[src/logic/smps_mpc_pkg.sv]
// constants and types for the switching supply mode and protection control
`default_nettype none

package smps_mpc_pkg;
  // =====================================================================
  // timing
  localparam int CLK_MHZ       = 125;
  localparam int BLANK_MS      = 20;
  localparam int BLANK_CYC     = BLANK_MS * CLK_MHZ * 1000;
  localparam int LATCH_IGN_MS  = 1;
  localparam int LATCH_IGN_CYC = LATCH_IGN_MS * CLK_MHZ * 1000;
  localparam int SPIKE_NS      = 8000;
  localparam int SPIKE_CYC     = (SPIKE_NS * CLK_MHZ + 999) / 1000;
  localparam int SHORT_NS      = 190;
  localparam int SHORT_CYC     = (SHORT_NS * CLK_MHZ + 999) / 1000;
  localparam int BLANK_W       = 22;
  localparam int START_W       = 17;
  localparam int SPIKE_W       = 10;
  // =====================================================================
  // registers
  localparam logic [3:0] CTRL_OFS   = 4'h0;
  localparam logic [3:0] STATUS_OFS = 4'h4;
  localparam logic [3:0] CAUSE_OFS  = 4'h8;
  localparam int         CTRL_LATCH_EN  = 0;
  localparam int         CTRL_EXTEND_EN = 1;
  localparam logic [1:0] CTRL_RST   = 2'h3;
  localparam int CAUSE_OV    = 0;
  localparam int CAUSE_OT    = 1;
  localparam int CAUSE_SHORT = 2;
  localparam int CAUSE_EXT   = 3;
  localparam int CAUSE_LOAD  = 4;
  localparam int CAUSE_UV    = 5;
  localparam int CAUSE_W     = 6;
  // =====================================================================
  // types
  typedef struct packed {
    logic soft_start;
    logic feedback_low;
    logic burst_upper;
    logic burst_lower;
    logic feedback_high;
    logic vcc_ov;
    logic vcc_reset;
    logic vcc_on;
    logic vcc_off;
    logic vcc_uv;
    logic over_temp;
    logic short_wind;
    logic pin_charged;
    logic latch_request;
  } sense_t;

  typedef enum logic [2:0] {
    MODE_NORMAL    = 3'h0,
    MODE_BURST_OFF = 3'h1,
    MODE_BURST_ON  = 3'h2,
    MODE_EXTEND    = 3'h3,
    MODE_SPIKE     = 3'h4,
    MODE_RESTART   = 3'h5,
    MODE_LATCHED   = 3'h6
  } mode_t;

  typedef struct packed {
    sense_t                    sync1;
    sense_t                    sync2;
    mode_t                     mode;
    logic [BLANK_W-1:0]        blank_cnt;
    logic [SPIKE_W-1:0]        spike_cnt;
    logic [2:0][SPIKE_W-1:0]   flt_cnt;
    logic [START_W-1:0]        start_cnt;
    logic [1:0]                ctrl;
    logic [CAUSE_W-1:0]        cause;
    logic                      startup_cell;
    logic                      bias_en;
    logic                      reduced_limit;
    logic                      clamp;
    logic                      burst_flag;
    logic                      latched;
    logic                      restart;
    logic                      ack;
    logic [31:0]               dat;
  } regs_t;

  localparam regs_t REGS_RST = '{mode: MODE_RESTART, ctrl: CTRL_RST,
                                 startup_cell: 1'b1, clamp: 1'b1, restart: 1'b1, default: '0};
endpackage : smps_mpc_pkg

`default_nettype wire

[src/logic/smps_mode_protection_control.sv]
// mode and protection control unit with wishbone register access
`default_nettype none

module smps_mode_protection_control #(
  parameter int BLANK_CYC     = smps_mpc_pkg::BLANK_CYC,
  parameter int LATCH_IGN_CYC = smps_mpc_pkg::LATCH_IGN_CYC
) (
  input  wire logic                 clk_i,
  input  wire logic                 rst_i,
  input  wire smps_mpc_pkg::sense_t sense_i,
  input  wire logic                 wb_cyc_i,
  input  wire logic                 wb_stb_i,
  input  wire logic                 wb_we_i,
  input  wire logic [3:0]           wb_adr_i,
  input  wire logic [3:0]           wb_sel_i,
  input  wire logic [31:0]          wb_dat_i,
  output logic [31:0]               wb_dat_o,
  output logic                      wb_ack_o,
  output logic                      bias_en_o,
  output logic                      startup_cell_o,
  output logic                      reduced_limit_o,
  output logic                      blank_clamp_o,
  output logic                      burst_flag_o,
  output logic                      latched_o,
  output logic                      auto_restart_o
);
  // =====================================================================
  // constants
  localparam int BW = smps_mpc_pkg::BLANK_W;
  localparam int SW = smps_mpc_pkg::SPIKE_W;
  localparam int TW = smps_mpc_pkg::START_W;
  localparam logic [BW-1:0] BLANK_LAST = BW'(BLANK_CYC - 1);
  localparam logic [TW-1:0] START_LAST = TW'(LATCH_IGN_CYC - 1);
  localparam logic [SW-1:0] SPIKE_LAST = SW'(smps_mpc_pkg::SPIKE_CYC - 1);
  localparam logic [SW-1:0] SHORT_LAST = SW'(smps_mpc_pkg::SHORT_CYC - 1);
  localparam logic [2:0][SW-1:0] FLT_LAST = {SHORT_LAST, SPIKE_LAST, SPIKE_LAST};
  localparam int CAUSE_W_L = smps_mpc_pkg::CAUSE_W;

  smps_mpc_pkg::regs_t  s_r;
  smps_mpc_pkg::regs_t  s_nxt;
  smps_mpc_pkg::sense_t s;
  logic [2:0]           flt_in;
  logic [2:0]           flt_trip;
  logic                 ext_ok;
  logic                 latch_go;
  logic                 blank_run;
  logic                 blank_done;
  logic                 gate_open;
  logic                 in_burst;
  logic                 bus_go;
  logic [CAUSE_W_L-1:0] cause_set;
  logic [CAUSE_W_L-1:0] cause_clr;
  logic [31:0]          rd;

  assign wb_dat_o        = s_r.dat;
  assign wb_ack_o        = s_r.ack;
  assign bias_en_o       = s_r.bias_en;
  assign startup_cell_o  = s_r.startup_cell;
  assign reduced_limit_o = s_r.reduced_limit;
  assign blank_clamp_o   = s_r.clamp;
  assign burst_flag_o    = s_r.burst_flag;
  assign latched_o       = s_r.latched;
  assign auto_restart_o  = s_r.restart;

  // =====================================================================
  // next state
  always_comb begin
    s_nxt     = s_r;
    cause_set = '0;
    cause_clr = '0;
    rd        = '0;
    // pins are asynchronous; logic reads only the second stage
    s_nxt.sync1 = sense_i;
    s_nxt.sync2 = s_r.sync1;
    s = s_r.sync2;
    in_burst = (s_r.mode == smps_mpc_pkg::MODE_BURST_OFF) ||
               (s_r.mode == smps_mpc_pkg::MODE_BURST_ON);

    // spike filters on the overvoltage, overtemperature and short winding latches
    flt_in[0] = s.vcc_ov & s.feedback_high;
    flt_in[1] = s.over_temp;
    flt_in[2] = s.short_wind;
    for (int i = 0; i < 3; i++) begin
      if (!flt_in[i]) begin
        s_nxt.flt_cnt[i] = '0;
      end else if (s_r.flt_cnt[i] != FLT_LAST[i]) begin
        s_nxt.flt_cnt[i] = s_r.flt_cnt[i] + 1'b1;
      end
      flt_trip[i] = flt_in[i] && (s_r.flt_cnt[i] == FLT_LAST[i]);
    end

    // external latch is blanked after every startup
    if (s_r.mode == smps_mpc_pkg::MODE_RESTART || s_r.mode == smps_mpc_pkg::MODE_LATCHED) begin
      s_nxt.start_cnt = '0;
    end else if (s_r.start_cnt != START_LAST) begin
      s_nxt.start_cnt = s_r.start_cnt + 1'b1;
    end
    ext_ok = s.latch_request && s_r.ctrl[smps_mpc_pkg::CTRL_LATCH_EN] &&
             (s_r.start_cnt == START_LAST);
    latch_go = ((|flt_trip) || ext_ok) && (s_r.mode != smps_mpc_pkg::MODE_LATCHED);

    // blanking counter runs in normal mode only, never during soft start
    blank_run = (s_r.mode == smps_mpc_pkg::MODE_NORMAL) && !s.soft_start &&
                (s.feedback_low || s.feedback_high);
    blank_done = blank_run && (s_r.blank_cnt == BLANK_LAST);
    if (!blank_run) begin
      s_nxt.blank_cnt = '0;
    end else if (!blank_done) begin
      s_nxt.blank_cnt = s_r.blank_cnt + 1'b1;
    end

    // restart gate: overload still present and pin charged (or extension off)
    gate_open = s.feedback_high &&
                (s.pin_charged || !s_r.ctrl[smps_mpc_pkg::CTRL_EXTEND_EN]);
    if (s_r.mode == smps_mpc_pkg::MODE_SPIKE && gate_open) begin
      s_nxt.spike_cnt = s_r.spike_cnt + 1'b1;
    end else begin
      s_nxt.spike_cnt = '0;
    end

    // =====================================================================
    // mode sequencing
    if (latch_go) begin
      s_nxt.mode = smps_mpc_pkg::MODE_LATCHED;
      cause_set[smps_mpc_pkg::CAUSE_OV]    = flt_trip[0];
      cause_set[smps_mpc_pkg::CAUSE_OT]    = flt_trip[1];
      cause_set[smps_mpc_pkg::CAUSE_SHORT] = flt_trip[2];
      cause_set[smps_mpc_pkg::CAUSE_EXT]   = ext_ok;
    end else if (s.vcc_uv && s_r.mode != smps_mpc_pkg::MODE_LATCHED &&
                 s_r.mode != smps_mpc_pkg::MODE_RESTART) begin
      s_nxt.mode = smps_mpc_pkg::MODE_RESTART;
      cause_set[smps_mpc_pkg::CAUSE_UV] = 1'b1;
    end else begin
      unique case (s_r.mode)
        smps_mpc_pkg::MODE_NORMAL: begin
          if (blank_done && s.feedback_low) begin
            s_nxt.mode = smps_mpc_pkg::MODE_BURST_OFF;
          end else if (blank_done) begin
            s_nxt.mode = smps_mpc_pkg::MODE_EXTEND;
          end
        end
        smps_mpc_pkg::MODE_BURST_OFF: begin
          if (s.feedback_high) begin
            s_nxt.mode = smps_mpc_pkg::MODE_NORMAL;
          end else if (s.burst_upper) begin
            s_nxt.mode = smps_mpc_pkg::MODE_BURST_ON;
          end
        end
        smps_mpc_pkg::MODE_BURST_ON: begin
          if (s.feedback_high) begin
            s_nxt.mode = smps_mpc_pkg::MODE_NORMAL;
          end else if (s.burst_lower) begin
            s_nxt.mode = smps_mpc_pkg::MODE_BURST_OFF;
          end
        end
        smps_mpc_pkg::MODE_EXTEND: begin
          if (!s.feedback_high) begin
            s_nxt.mode = smps_mpc_pkg::MODE_NORMAL;
          end else if (gate_open) begin
            s_nxt.mode = smps_mpc_pkg::MODE_SPIKE;
          end
        end
        smps_mpc_pkg::MODE_SPIKE: begin
          if (!s.feedback_high) begin
            s_nxt.mode = smps_mpc_pkg::MODE_NORMAL;
          end else if (!gate_open) begin
            s_nxt.mode = smps_mpc_pkg::MODE_EXTEND;
          end else if (s_r.spike_cnt == SPIKE_LAST) begin
            s_nxt.mode = smps_mpc_pkg::MODE_RESTART;
            cause_set[smps_mpc_pkg::CAUSE_LOAD] = 1'b1;
          end
        end
        smps_mpc_pkg::MODE_RESTART: begin
          // every attempt is a fresh startup that rechecks the fault
          if (s.vcc_off) begin
            s_nxt.mode = smps_mpc_pkg::MODE_NORMAL;
          end
        end
        smps_mpc_pkg::MODE_LATCHED: begin
          if (s.vcc_reset) begin
            s_nxt.mode = smps_mpc_pkg::MODE_RESTART;
          end
        end
        default: begin
          s_nxt.mode = smps_mpc_pkg::MODE_RESTART;
        end
      endcase
    end

    // =====================================================================
    // outputs follow the next mode so they settle with it
    s_nxt.bias_en = (s_nxt.mode == smps_mpc_pkg::MODE_NORMAL) ||
                    (s_nxt.mode == smps_mpc_pkg::MODE_EXTEND) ||
                    (s_nxt.mode == smps_mpc_pkg::MODE_SPIKE) ||
                    (s_nxt.mode == smps_mpc_pkg::MODE_BURST_ON);
    s_nxt.reduced_limit = (s_nxt.mode == smps_mpc_pkg::MODE_BURST_OFF) ||
                          (s_nxt.mode == smps_mpc_pkg::MODE_BURST_ON);
    s_nxt.burst_flag = s_nxt.reduced_limit;
    // mode flags are registered so the pins carry no decode glitch
    s_nxt.latched = (s_nxt.mode == smps_mpc_pkg::MODE_LATCHED);
    s_nxt.restart = (s_nxt.mode == smps_mpc_pkg::MODE_RESTART);
    s_nxt.clamp = (s_nxt.mode != smps_mpc_pkg::MODE_EXTEND) &&
                  (s_nxt.mode != smps_mpc_pkg::MODE_SPIKE);
    if (s_nxt.mode == smps_mpc_pkg::MODE_LATCHED || s_nxt.mode == smps_mpc_pkg::MODE_RESTART) begin
      // lockout hysteresis only; an attempt relies on the cell to recharge
      if (s.vcc_on) begin
        s_nxt.startup_cell = 1'b1;
      end else if (s.vcc_off) begin
        s_nxt.startup_cell = 1'b0;
      end
    end else begin
      s_nxt.startup_cell = 1'b0;
    end

    // =====================================================================
    // wishbone slave, one wait state, unmapped reads zero
    bus_go = wb_cyc_i && wb_stb_i && !s_r.ack;
    s_nxt.ack = bus_go;
    unique case (wb_adr_i)
      smps_mpc_pkg::CTRL_OFS:   rd = {30'h0, s_r.ctrl};
      smps_mpc_pkg::STATUS_OFS: rd = {24'h0, s_r.burst_flag, s_r.clamp, s_r.reduced_limit,
                                      s_r.startup_cell, s_r.bias_en, s_r.mode};
      smps_mpc_pkg::CAUSE_OFS:  rd = {26'h0, s_r.cause};
      default:                  rd = 32'h0;
    endcase
    s_nxt.dat = bus_go ? rd : 32'h0;
    if (bus_go && wb_we_i && wb_sel_i[0]) begin
      if (wb_adr_i == smps_mpc_pkg::CTRL_OFS) begin
        s_nxt.ctrl = wb_dat_i[1:0];
      end
      if (wb_adr_i == smps_mpc_pkg::CAUSE_OFS) begin
        cause_clr = wb_dat_i[CAUSE_W_L-1:0];
      end
    end
    // write one clears, a fresh event wins
    s_nxt.cause = (s_r.cause & ~cause_clr) | cause_set;
  end

  always_ff @(posedge clk_i) begin
    if (rst_i) begin
      s_r <= smps_mpc_pkg::REGS_RST;
    end else begin
      s_r <= s_nxt;
    end
  end
endmodule : smps_mode_protection_control

`default_nettype wire

[config.mk]
export PLATFORM = sky130hd
export DESIGN_NAME = smps_mode_protection_control
export DESIGN_NICKNAME = d
export VERILOG_FILES = /design/src/logic/smps_mpc_pkg.sv /design/src/logic/smps_mode_protection_control.sv
export SDC_FILE = /design/constraint.sdc
export NUM_CORES = 1
export LEC_CHECK = 0
export BUFFER_PORTS_ARGS = -buffer_cell sky130_fd_sc_hd__buf_2
export CAP_MARGIN = 20
export CORE_ASPECT_RATIO = 2
export CORE_UTILIZATION = 50
export DETAILED_ROUTE_END_ITERATION = 8
export GPL_ROUTABILITY_DRIVEN = 0
export PLACE_DENSITY = 0.78
export SLEW_MARGIN = 20
export SYNTH_ARGS = -nofsm -noshare
export SYNTH_HDL_FRONTEND = slang
export SYNTH_SLANG_ARGS = --single-unit
export TNS_END_PERCENT = 30
[constraint.sdc]
create_clock -name clk_i -period 2.5 [get_ports clk_i]
set_input_delay 0.25 -clock clk_i [delete_from_list [all_inputs] [get_ports clk_i]]
set_output_delay 0.25 -clock clk_i [all_outputs]
set_load 0.01 [all_outputs]
==> results of run 1 <==
==> registers in the layout (all words and copies together), names as in the netlist <==
name	cells
s	12
blank_clamp_o	1
startup_cell_o	1
burst_flag_o	1
s_r	90
bias_en_o	1
auto_restart_o	1
flt_in	2
s_nxt	14
wb_dat_o	8
latched_o	1
wb_ack_o	1
==> cell type report <==
cell class                 count  area share (%)
clock buffer                  19            6.76
clock inverter                13            1.85
inverter                       7           0.392
multi-input combinational    489            44.3
sequential                   133            39.7
tap                          142            2.65
timing repair buffer          54            4.37
==> final timing paths <==
kind                               from                     to  cells past startpoint
setup reg to reg    s_r[129]$_SDFF_PP1_    s_r[127]$_SDFF_PP1_                      6
hold reg to reg   s_nxt[138]$_SDFF_PP0_        s[8]$_SDFF_PP0_                      1
hold / removal               sense_i[6]  s_nxt[136]$_SDFF_PP0_                      2
setup / recovery    s_r[129]$_SDFF_PP1_    s_r[127]$_SDFF_PP1_                      6
==> kinds of logic (layout without fill, tap and decap cells) <==
family | after synthesis | after routing | share of synthesized area (%)
simple gates | 332 | 332 | 30.3
flops | 133 | 133 | 45.0
xor+xnor | 63 | 63 | 9.33
buf+inv | 62 | 93 | 6.24
compound gates | 54 | 54 | 6.05
mux | 10 | 10 | 1.71
fa+ha+maj | 6 | 6 | 1.27
other cells | 1 | 24 | 0.0634
==> per-stage QoR <==
step	std cells	total power (uW)	utilization [%]
6_report	857	4950	58.7
3_3_place_gp	825	2590	53.6
2_1_floorplan	684	2530	-
5_1_grt	857	5120	58.7
4_1_cts	857	4970	58.7
3_5_place_dp	825	2600	53.6
==> routing by layer <==
metal	routed length (um)	up-vias
met1	4500	2191
met5	0	-
met4	385	0
li1	-	2296
met3	548	34
met2	6520	150
==> power by group through the flow <==
stage	registers [uW]	logic [uW]	clock network (uW)
global placement	2270	314	0
CTS	2230	323	2410
floorplan	2250	274	0
global route	2240	359	2520
finish	2240	324	2390
detailed placement	2280	318	0
==> cell usage in the layout (no fill, tap or decap), types with 14 or more instances in the layout <==
master	n
dfxtp_1	133
nor2_1	98
buf_2	45
xor2_1	44
nand2_1	39
nand3_1	39
nor2b_1	37
conb_1	24
and3_1	19
xnor2_1	19
nor3_1	17
clkbuf_16	17
a21oi_1	15
nand4_1	14
==> flow_summary.ini, run 1 <==
[floorplanning]
rows = 55
fp.dieW_um = 78.9
io_pins = 99
initial_utilization_pct = 51.8
die_h_um = 156
core_area_sq_um = 11400
dieArea_sq_um = 12300

[cts]
cts_tree = yes
holdBufCountCts = 0
postCtsSetupBuffers = 0
clockBufferDepth = 2
cts_root_buf = clkbuf_16
numCtsBuffers = 17
clk_latency_ps = 420
clock_sinks = 133
cts_resized = 0
htree_levels = 4
clk_pin_slew_ps = 60

[critical_path]
required_ps = 2800
r2r_setup_slack_ps = 280
cp_max_fo = 14
cp_slowest_cell = dfxtp_1
path_cells = o21ai_0 > a21oi_1 > or4b_1 > nor3_4 > nor3b_1 > or2_2
arrival_ps = 2520
cpPeakStageDelay_ps = 570
critPathLaunchType = register
critical_path_class = register to register
crit_family = simple AND/OR/NAND/NOR gates
critPathBufInv = 0
cp-end-kind = register

[job]
timing.max_cap.violations = 0

[timing]
fmax_mhz = 450
finalSetupViolations = 0
relSlewSlack_pct = 58.1
finClkSkew_ps = 10.4
worst_pin_slew_ps = 628
rsz0062_at_grt = no
period_minus_slack_ps = 2220
fin_tns_setup_ps = 0
whs_ps = 37.1
hold_viol_final = 0
period_share_pct = 88.9
drv_slew = 0
fin_ws_ps = 279

[route]
vias = 4671
drc_errors = 0
viasPerCell = 5.45
avgRoutedWirePerCell_um = 13.9
drt_first_pass_iters = 4
wl_um = 12000
ant_nets = 0
drtIter0Drc = 231

[logic_synthesis]
synth-edff-count = 0
synth-async-reset-ratio_pct = 0
synthFlopType = dfxtp_1
syn_area_per_cell_sq_um = 8.95
yosys-top-cells-area = dfxtp_1, xor2_1, nor2_1
synth_most_common_cell = dfxtp_1
syn-cell-area_sq_um = 5910
yosysSeqAreaShare_pct = 45.0
ys_ff_latch = 133
ys_top_cells_by_count = dfxtp_1, nor2_1, xor2_1, nand2_1, nand3_1
synthDistinctLibCells = 61
synth_top_area_share_pct = 45.0
yosysTopAreaCell = dfxtp_1
syn_inst = 661
yosysWarnings = 0

[pwr]
seqPwrFrac_pct = 45.2
combPwrFrac_pct = 6.6
powerDensity_nw_per_um2 = 738
ir_drop_v = 0.000735
p_switching_uw = 1200
p_sw_share_pct = 24.3
p_int_uw = 3750
p_clk_share_pct = 48.3
p_leak_uw = 0.00255

[grt]
track_usage_pct = 20.7
globalRouteOverflowTotal = 0
grt_use_met3_pct = 5.91
grt_pass1_vias = 4600
grt_first_pass_wirelength_um = 20000
use_met2_pct = 37.9
busiest_layer = met2
grt_max_degree = 36
antenna_found_initial = 0
grtUsageMet1_pct = 20.2

[placement]
dp_hpwl_um = 8520
placed_area_sq_um = 6130
pre_cts_slack_ps = 385
port_buffers = 45

[final_layout]
layout.nets = 767
num_antenna_cells = 0
fill_cells = 1026
multi_input_area_sq_um = 2970
syn_to_final_growth_pct = 13.4
drive_gt1_share_pct = 14.5
regArea_sq_um = 2660
final_area_sq_um = 6700

[run_status]
status = completed

[hold_path]
hp-class = primary input to register
Power figures use the tool's default switching activity.
==> inputs of run 2 (changes only) <==
Settings changed: CTS_BUF_LIST set to sky130_fd_sc_hd__clkbuf_4 sky130_fd_sc_hd__clkbuf_8 sky130_fd_sc_hd__clkbuf_16, PLACE_DENSITY 0.78 to 0.73, TNS_END_PERCENT 30 to 10.
==> run 2 against run 1 <==
Wire length up 3.9%. Count of clock-buffer cells in the layout shrank 1. Via count is 0.96% lower. Non-clock buffer count is the same. Core utilization increased by 0.60 points. Register-to-register slack barely moved. Critical path type unchanged. Critical endpoint unchanged. Largest power group unchanged. Highest routed layer unchanged.
==> flow_summary.ini, run 2 (synthesized netlist as in run 1, its figures left out) <==
[cts]
clock_sinks = 133
clk_latency_ps = 410
clockBufferDepth = 2
cts_resized = 0
cts_tree = yes
holdBufCountCts = 0
htree_levels = 4
cts_root_buf = clkbuf_16
numCtsBuffers = 17
postCtsSetupBuffers = 0
clk_pin_slew_ps = 60

[placement]
port_buffers = 45
dp_hpwl_um = 9110

[timing]
finClkSkew_ps = 8.82
worst_pin_slew_ps = 713
hold_viol_final = 0
rsz0062_at_grt = no
relSlewSlack_pct = 52.4
period_share_pct = 89.1
fin_tns_setup_ps = 0
finalSetupViolations = 0
period_minus_slack_ps = 2230
fmax_mhz = 449
drv_slew = 0

[route]
vias = 4626
drtIter0Drc = 213
wl_um = 12400
drc_errors = 0
avgRoutedWirePerCell_um = 14.5
viasPerCell = 5.40
ant_nets = 0
drt_first_pass_iters = 5

[critical_path]
cpPeakStageDelay_ps = 580
cp_slowest_cell = dfxtp_1
r2r_cells = 6
critical_path_class = register to register
r2r_setup_slack_ps = 270
required_ps = 2790
path_cells = nand4b_1 > o31ai_1 > or4b_1 > nor3_4 > nor3b_1 > or2_2
arrival_ps = 2520
cp_max_fo = 14
cp-end-kind = register
rr_startpoint = s_r[127]$_SDFF_PP1_
critPathLaunchType = register
rr_endpoint = s_r[127]$_SDFF_PP1_

[floorplanning]
die_h_um = 156
core_area_sq_um = 11400
dieArea_sq_um = 12300
initial_utilization_pct = 51.8
rows = 55
fp.dieW_um = 78.9
io_pins = 99

[grt]
grt_max_degree = 33
grt_pass1_vias = 4529
grt_first_pass_wirelength_um = 20300
track_usage_pct = 21.2
globalRouteOverflowTotal = 0
antenna_found_initial = 0

[pwr]
p_leak_uw = 0.00258
power_uw = 5240
powerDensity_nw_per_um2 = 774
ir_drop_v = 0.000582

[hold_path]
worstHoldEndpoint = s_nxt[142]$_SDFF_PP0_
worstHoldStart = sense_i[12]
holdPathStages = 2
hp-class = primary input to register

[final_layout]
mostFrequentLayoutCells = dfxtp_1, nor2_1, buf_2, xor2_1
layout.nets = 767
drive_gt1_share_pct = 14.4
num_antenna_cells = 0
largest_register_ffs = 90
syn_to_final_growth_pct = 14.5
largest_register = s_r
final_common_cell = dfxtp_1

[run_status]
status = completed

[job]
timing.max_cap.violations = 0
-- run 2: changes by cell type in the layout (fill, tap and decap cells not counted), sizes merged --
cell,previous run,this run
clkinv,5,6
clkbuf,19,18
bufinv,1,5
clkinvlp,3,2
inv,11,7
-- run 2: cell type report --
| type | instances | area (sq um) |
|---|---|---|
| fill | 1017 | 4650 |
| multi-input combinational | 489 | 2970 |
| sequential | 133 | 2660 |
| clock buffer | 18 | 439 |
| timing repair buffer | 54 | 293 |
| clock inverter | 13 | 206 |
| tap | 142 | 178 |
| inverter | 7 | 26.3 |
-- run 2: worst max path at each step --
| stage | slack [ps] | depth (start not counted) | startpoint | endpoint |
|---|---|---|---|---|
| 2_1_floorplan | 500 | 7 | s_r[75]$_SDFFE_PP0P_ | s_r[44]$_SDFF_PP0_ |
| 3_3_place_gp | 360 | 6 | s_r[129]$_SDFF_PP1_ | s_r[127]$_SDFF_PP1_ |
| 3_5_place_dp | 290 | 6 | s_r[129]$_SDFF_PP1_ | s_r[127]$_SDFF_PP1_ |
| 4_1_cts | 280 | 6 | s_r[129]$_SDFF_PP1_ | s_r[127]$_SDFF_PP1_ |
| 5_1_grt | 90 | 6 | s_r[127]$_SDFF_PP1_ | s_r[127]$_SDFF_PP1_ |
| 6_report | 270 | 6 | s_r[127]$_SDFF_PP1_ | s_r[127]$_SDFF_PP1_ |
-- run 2: power by group --
part	internal (uW)	total [uW]	switching, uW
Combinational	141	329	187
Sequential	2180	2240	58.7
Clock	1790	2680	893
-- run 2: per-layer routing --
| layer | share of wire (%) | vias up | global-route usage, % |
|---|---|---|---|
| met4 | 2.0 | 0 | 9.18 |
| met5 | 0 | - | 0 |
| met3 | 3.1 | 19 | 4.80 |
| met2 | 56 | 104 | 41.0 |
| met1 | 38 | 2201 | 20.8 |
| li1 | - | 2302 | - |
-- run 2: metrics by stage --
step	area [sq um]	setup WS [ps]	instances	hold slack, ps	utilization [%]
2_1_floorplan	6000	497	684	378	-
3_3_place_gp	6130	359	825	418	53.6
3_5_place_dp	6130	290	825	425	53.6
4_1_cts	6770	276	856	38.4	59.3
5_1_grt	6770	93.1	856	44.1	59.3
6_report	6770	274	856	49.7	59.3
-- run 2: worst max-delay path, delay by kind of cell (launching register included) --
family	cells	cell delay, ps
simple gates	5	1450
compound gates	1	80
flops	1	580
==> inputs of run 3 (changes only) <==
Settings changed: CTS_BUF_LIST sky130_fd_sc_hd__clkbuf_4 sky130_fd_sc_hd__clkbuf_8 sky130_fd_sc_hd__clkbuf_16 to sky130_fd_sc_hd__clkbuf_2.
Clock period 2.5 ns to 2.2 ns, I/O delays scaled along.
==> run 3 against run 2 <==
Critical path depth stayed put. Total power shrank 16%. Flip-flop and latch count unchanged. Clock power decreased by 46%. Sequential share of layout area rose by 0.37 points. Count of clock-buffer cells in the layout did not move. Die area unchanged. Global-route usage decreased by 0.42 points. Highest routed layer unchanged.
==> flow_summary.ini, run 3 (synthesized netlist as in run 1, its figures left out) <==
[route]
drt_first_pass_iters = 5
wl_um = 12000
drtIter0Drc = 212
ant_nets = 0
vias = 4746
avgRoutedWirePerCell_um = 13.4
drc_errors = 0
viasPerCell = 5.31

[floorplanning]
io_pins = 99
initial_utilization_pct = 51.8
rows = 55
core_area_sq_um = 11400
fp.dieW_um = 78.9
dieArea_sq_um = 12300
die_h_um = 156

[critical_path]
cp-end-kind = register
arrival_ps = 2700
critPathLaunchType = register
r2r_setup_slack_ps = 100
cp_max_fo = 14
critical_path_class = register to register
required_ps = 2810

[final_layout]
mostFrequentLayoutCells = dfxtp_1, nor2_1, buf_2, xor2_1
largest_register_ffs = 90
largest_register = s_r
drive_gt1_share_pct = 15.5
multi_input_area_sq_um = 2980
stdcell_count = 893
regArea_sq_um = 2670
final_common_cell = dfxtp_1
fill_cells = 1017
layout.nets = 802
syn_to_final_growth_pct = 13.6

[timing]
relSlewSlack_pct = 40.4
finClkSkew_ps = 28.4
period_share_pct = 95.3
fmax_mhz = 477
worst_pin_slew_ps = 894
drv_slew = 0
finalSetupViolations = 0
period_minus_slack_ps = 2100
hold_viol_final = 0

[cts]
clock_sinks = 133
htree_levels = 4
cts_tree = yes
clk_latency_ps = 660
postCtsSetupBuffers = 0
cts_root_buf = clkbuf_2
numCtsBuffers = 17
clk_pin_slew_ps = 180
clockBufferDepth = 2

[pwr]
powerDensity_nw_per_um2 = 657
p_leak_uw = 0.00257
power_uw = 4410
ir_drop_v = 0.000644

[placement]
dp_hpwl_um = 8770
port_buffers = 45
dp.cells = 833

[run_status]
status = completed

[grt]
grt_max_degree = 51
grt_pass1_vias = 4601
track_usage_pct = 20.8
grt_first_pass_wirelength_um = 20300
antenna_found_initial = 1
globalRouteOverflowTotal = 0

[hold_path]
hp-class = primary input to register

[job]
timing.max_cap.violations = 0
-- run 3: cell count changes in the layout (fill, tap and decap cells not counted), sizes merged, moves of 2 or more --
cell / delta
dlygate4sd3: +27
buf: +8
bufinv: -3
inv: +2
-- run 3: area by class of cell --
type / instances / area share (%)
inverter: 7 / 0.391
multi-input combinational: 489 / 44.4
clock inverter: 14 / 2.27
sequential: 133 / 39.7
timing repair buffer: 89 / 9.27
clock buffer: 18 / 1.34
antenna: 1 / 0.0372
tap: 142 / 2.64
-- run 3: where the power goes --
part | switching (uW) | internal, uW | leakage [uW]
combinational | 228 | 202 | 0.00135
clock | 907 | 533 | 0.000139
sequential | 62.5 | 2480 | 0.00108
-- run 3: final timing paths --
check / cells after the start / startpoint / to
setup / recovery: 6 / s_r[127]$_SDFF_PP1_ / auto_restart_o$_SDFF_PP1_
hold / removal: 2 / rst_i / s_r[41]$_SDFF_PP0_
setup reg to reg: 6 / s_r[127]$_SDFF_PP1_ / auto_restart_o$_SDFF_PP1_
hold reg to reg: 1 / s_nxt[140]$_SDFF_PP0_ / s[10]$_SDFF_PP0_
-- run 3: metrics by stage --
stage | setup TNS (ps) | area (sq um) | utilization [%] | worst slack [ps] | hold slack, ps
final | 0 | 6720 | 58.8 | 103 | 170
after global routing | -2.17 | 6720 | 58.8 | -2.17 | 141
after CTS | 0 | 6700 | 58.7 | 12.7 | 122
after detailed placement | 0 | 6190 | 54.2 | 4.16 | 427
after global placement | 0 | 6190 | 54.2 | 76.1 | 423
after floorplan | 0 | 6000 | - | 197 | 348
-- run 3: what timing repair did --
action | in CTS | in global routing
setup endpoints to repair | 1 | 13
gates resized for setup | 1 | 5
hold endpoints to repair | 31 | 0
pin swaps | 0 | 1
hold buffers | 27 | 0
cloned | 0 | 0
-- run 3: routing by layer --
| metal | wire [um] | track usage (%) | vias to the layer above |
|---|---|---|---|
| met5 | 0 | 0 | - |
| met1 | 4720 | 21.6 | 2240 |
| met4 | 306 | 9.44 | 0 |
| met2 | 6540 | 38.3 | 120 |
| met3 | 438 | 5.20 | 28 |
| li1 | - | - | 2358 |
-- run 3: critical path, stage by stage (launching register included) --
cell and delay (ps):
dfxtp_2 500, or3b_2 470, a211oi_1 310, or4b_1 210
nor3_4 60, nor3b_1 310, a31o_2 200
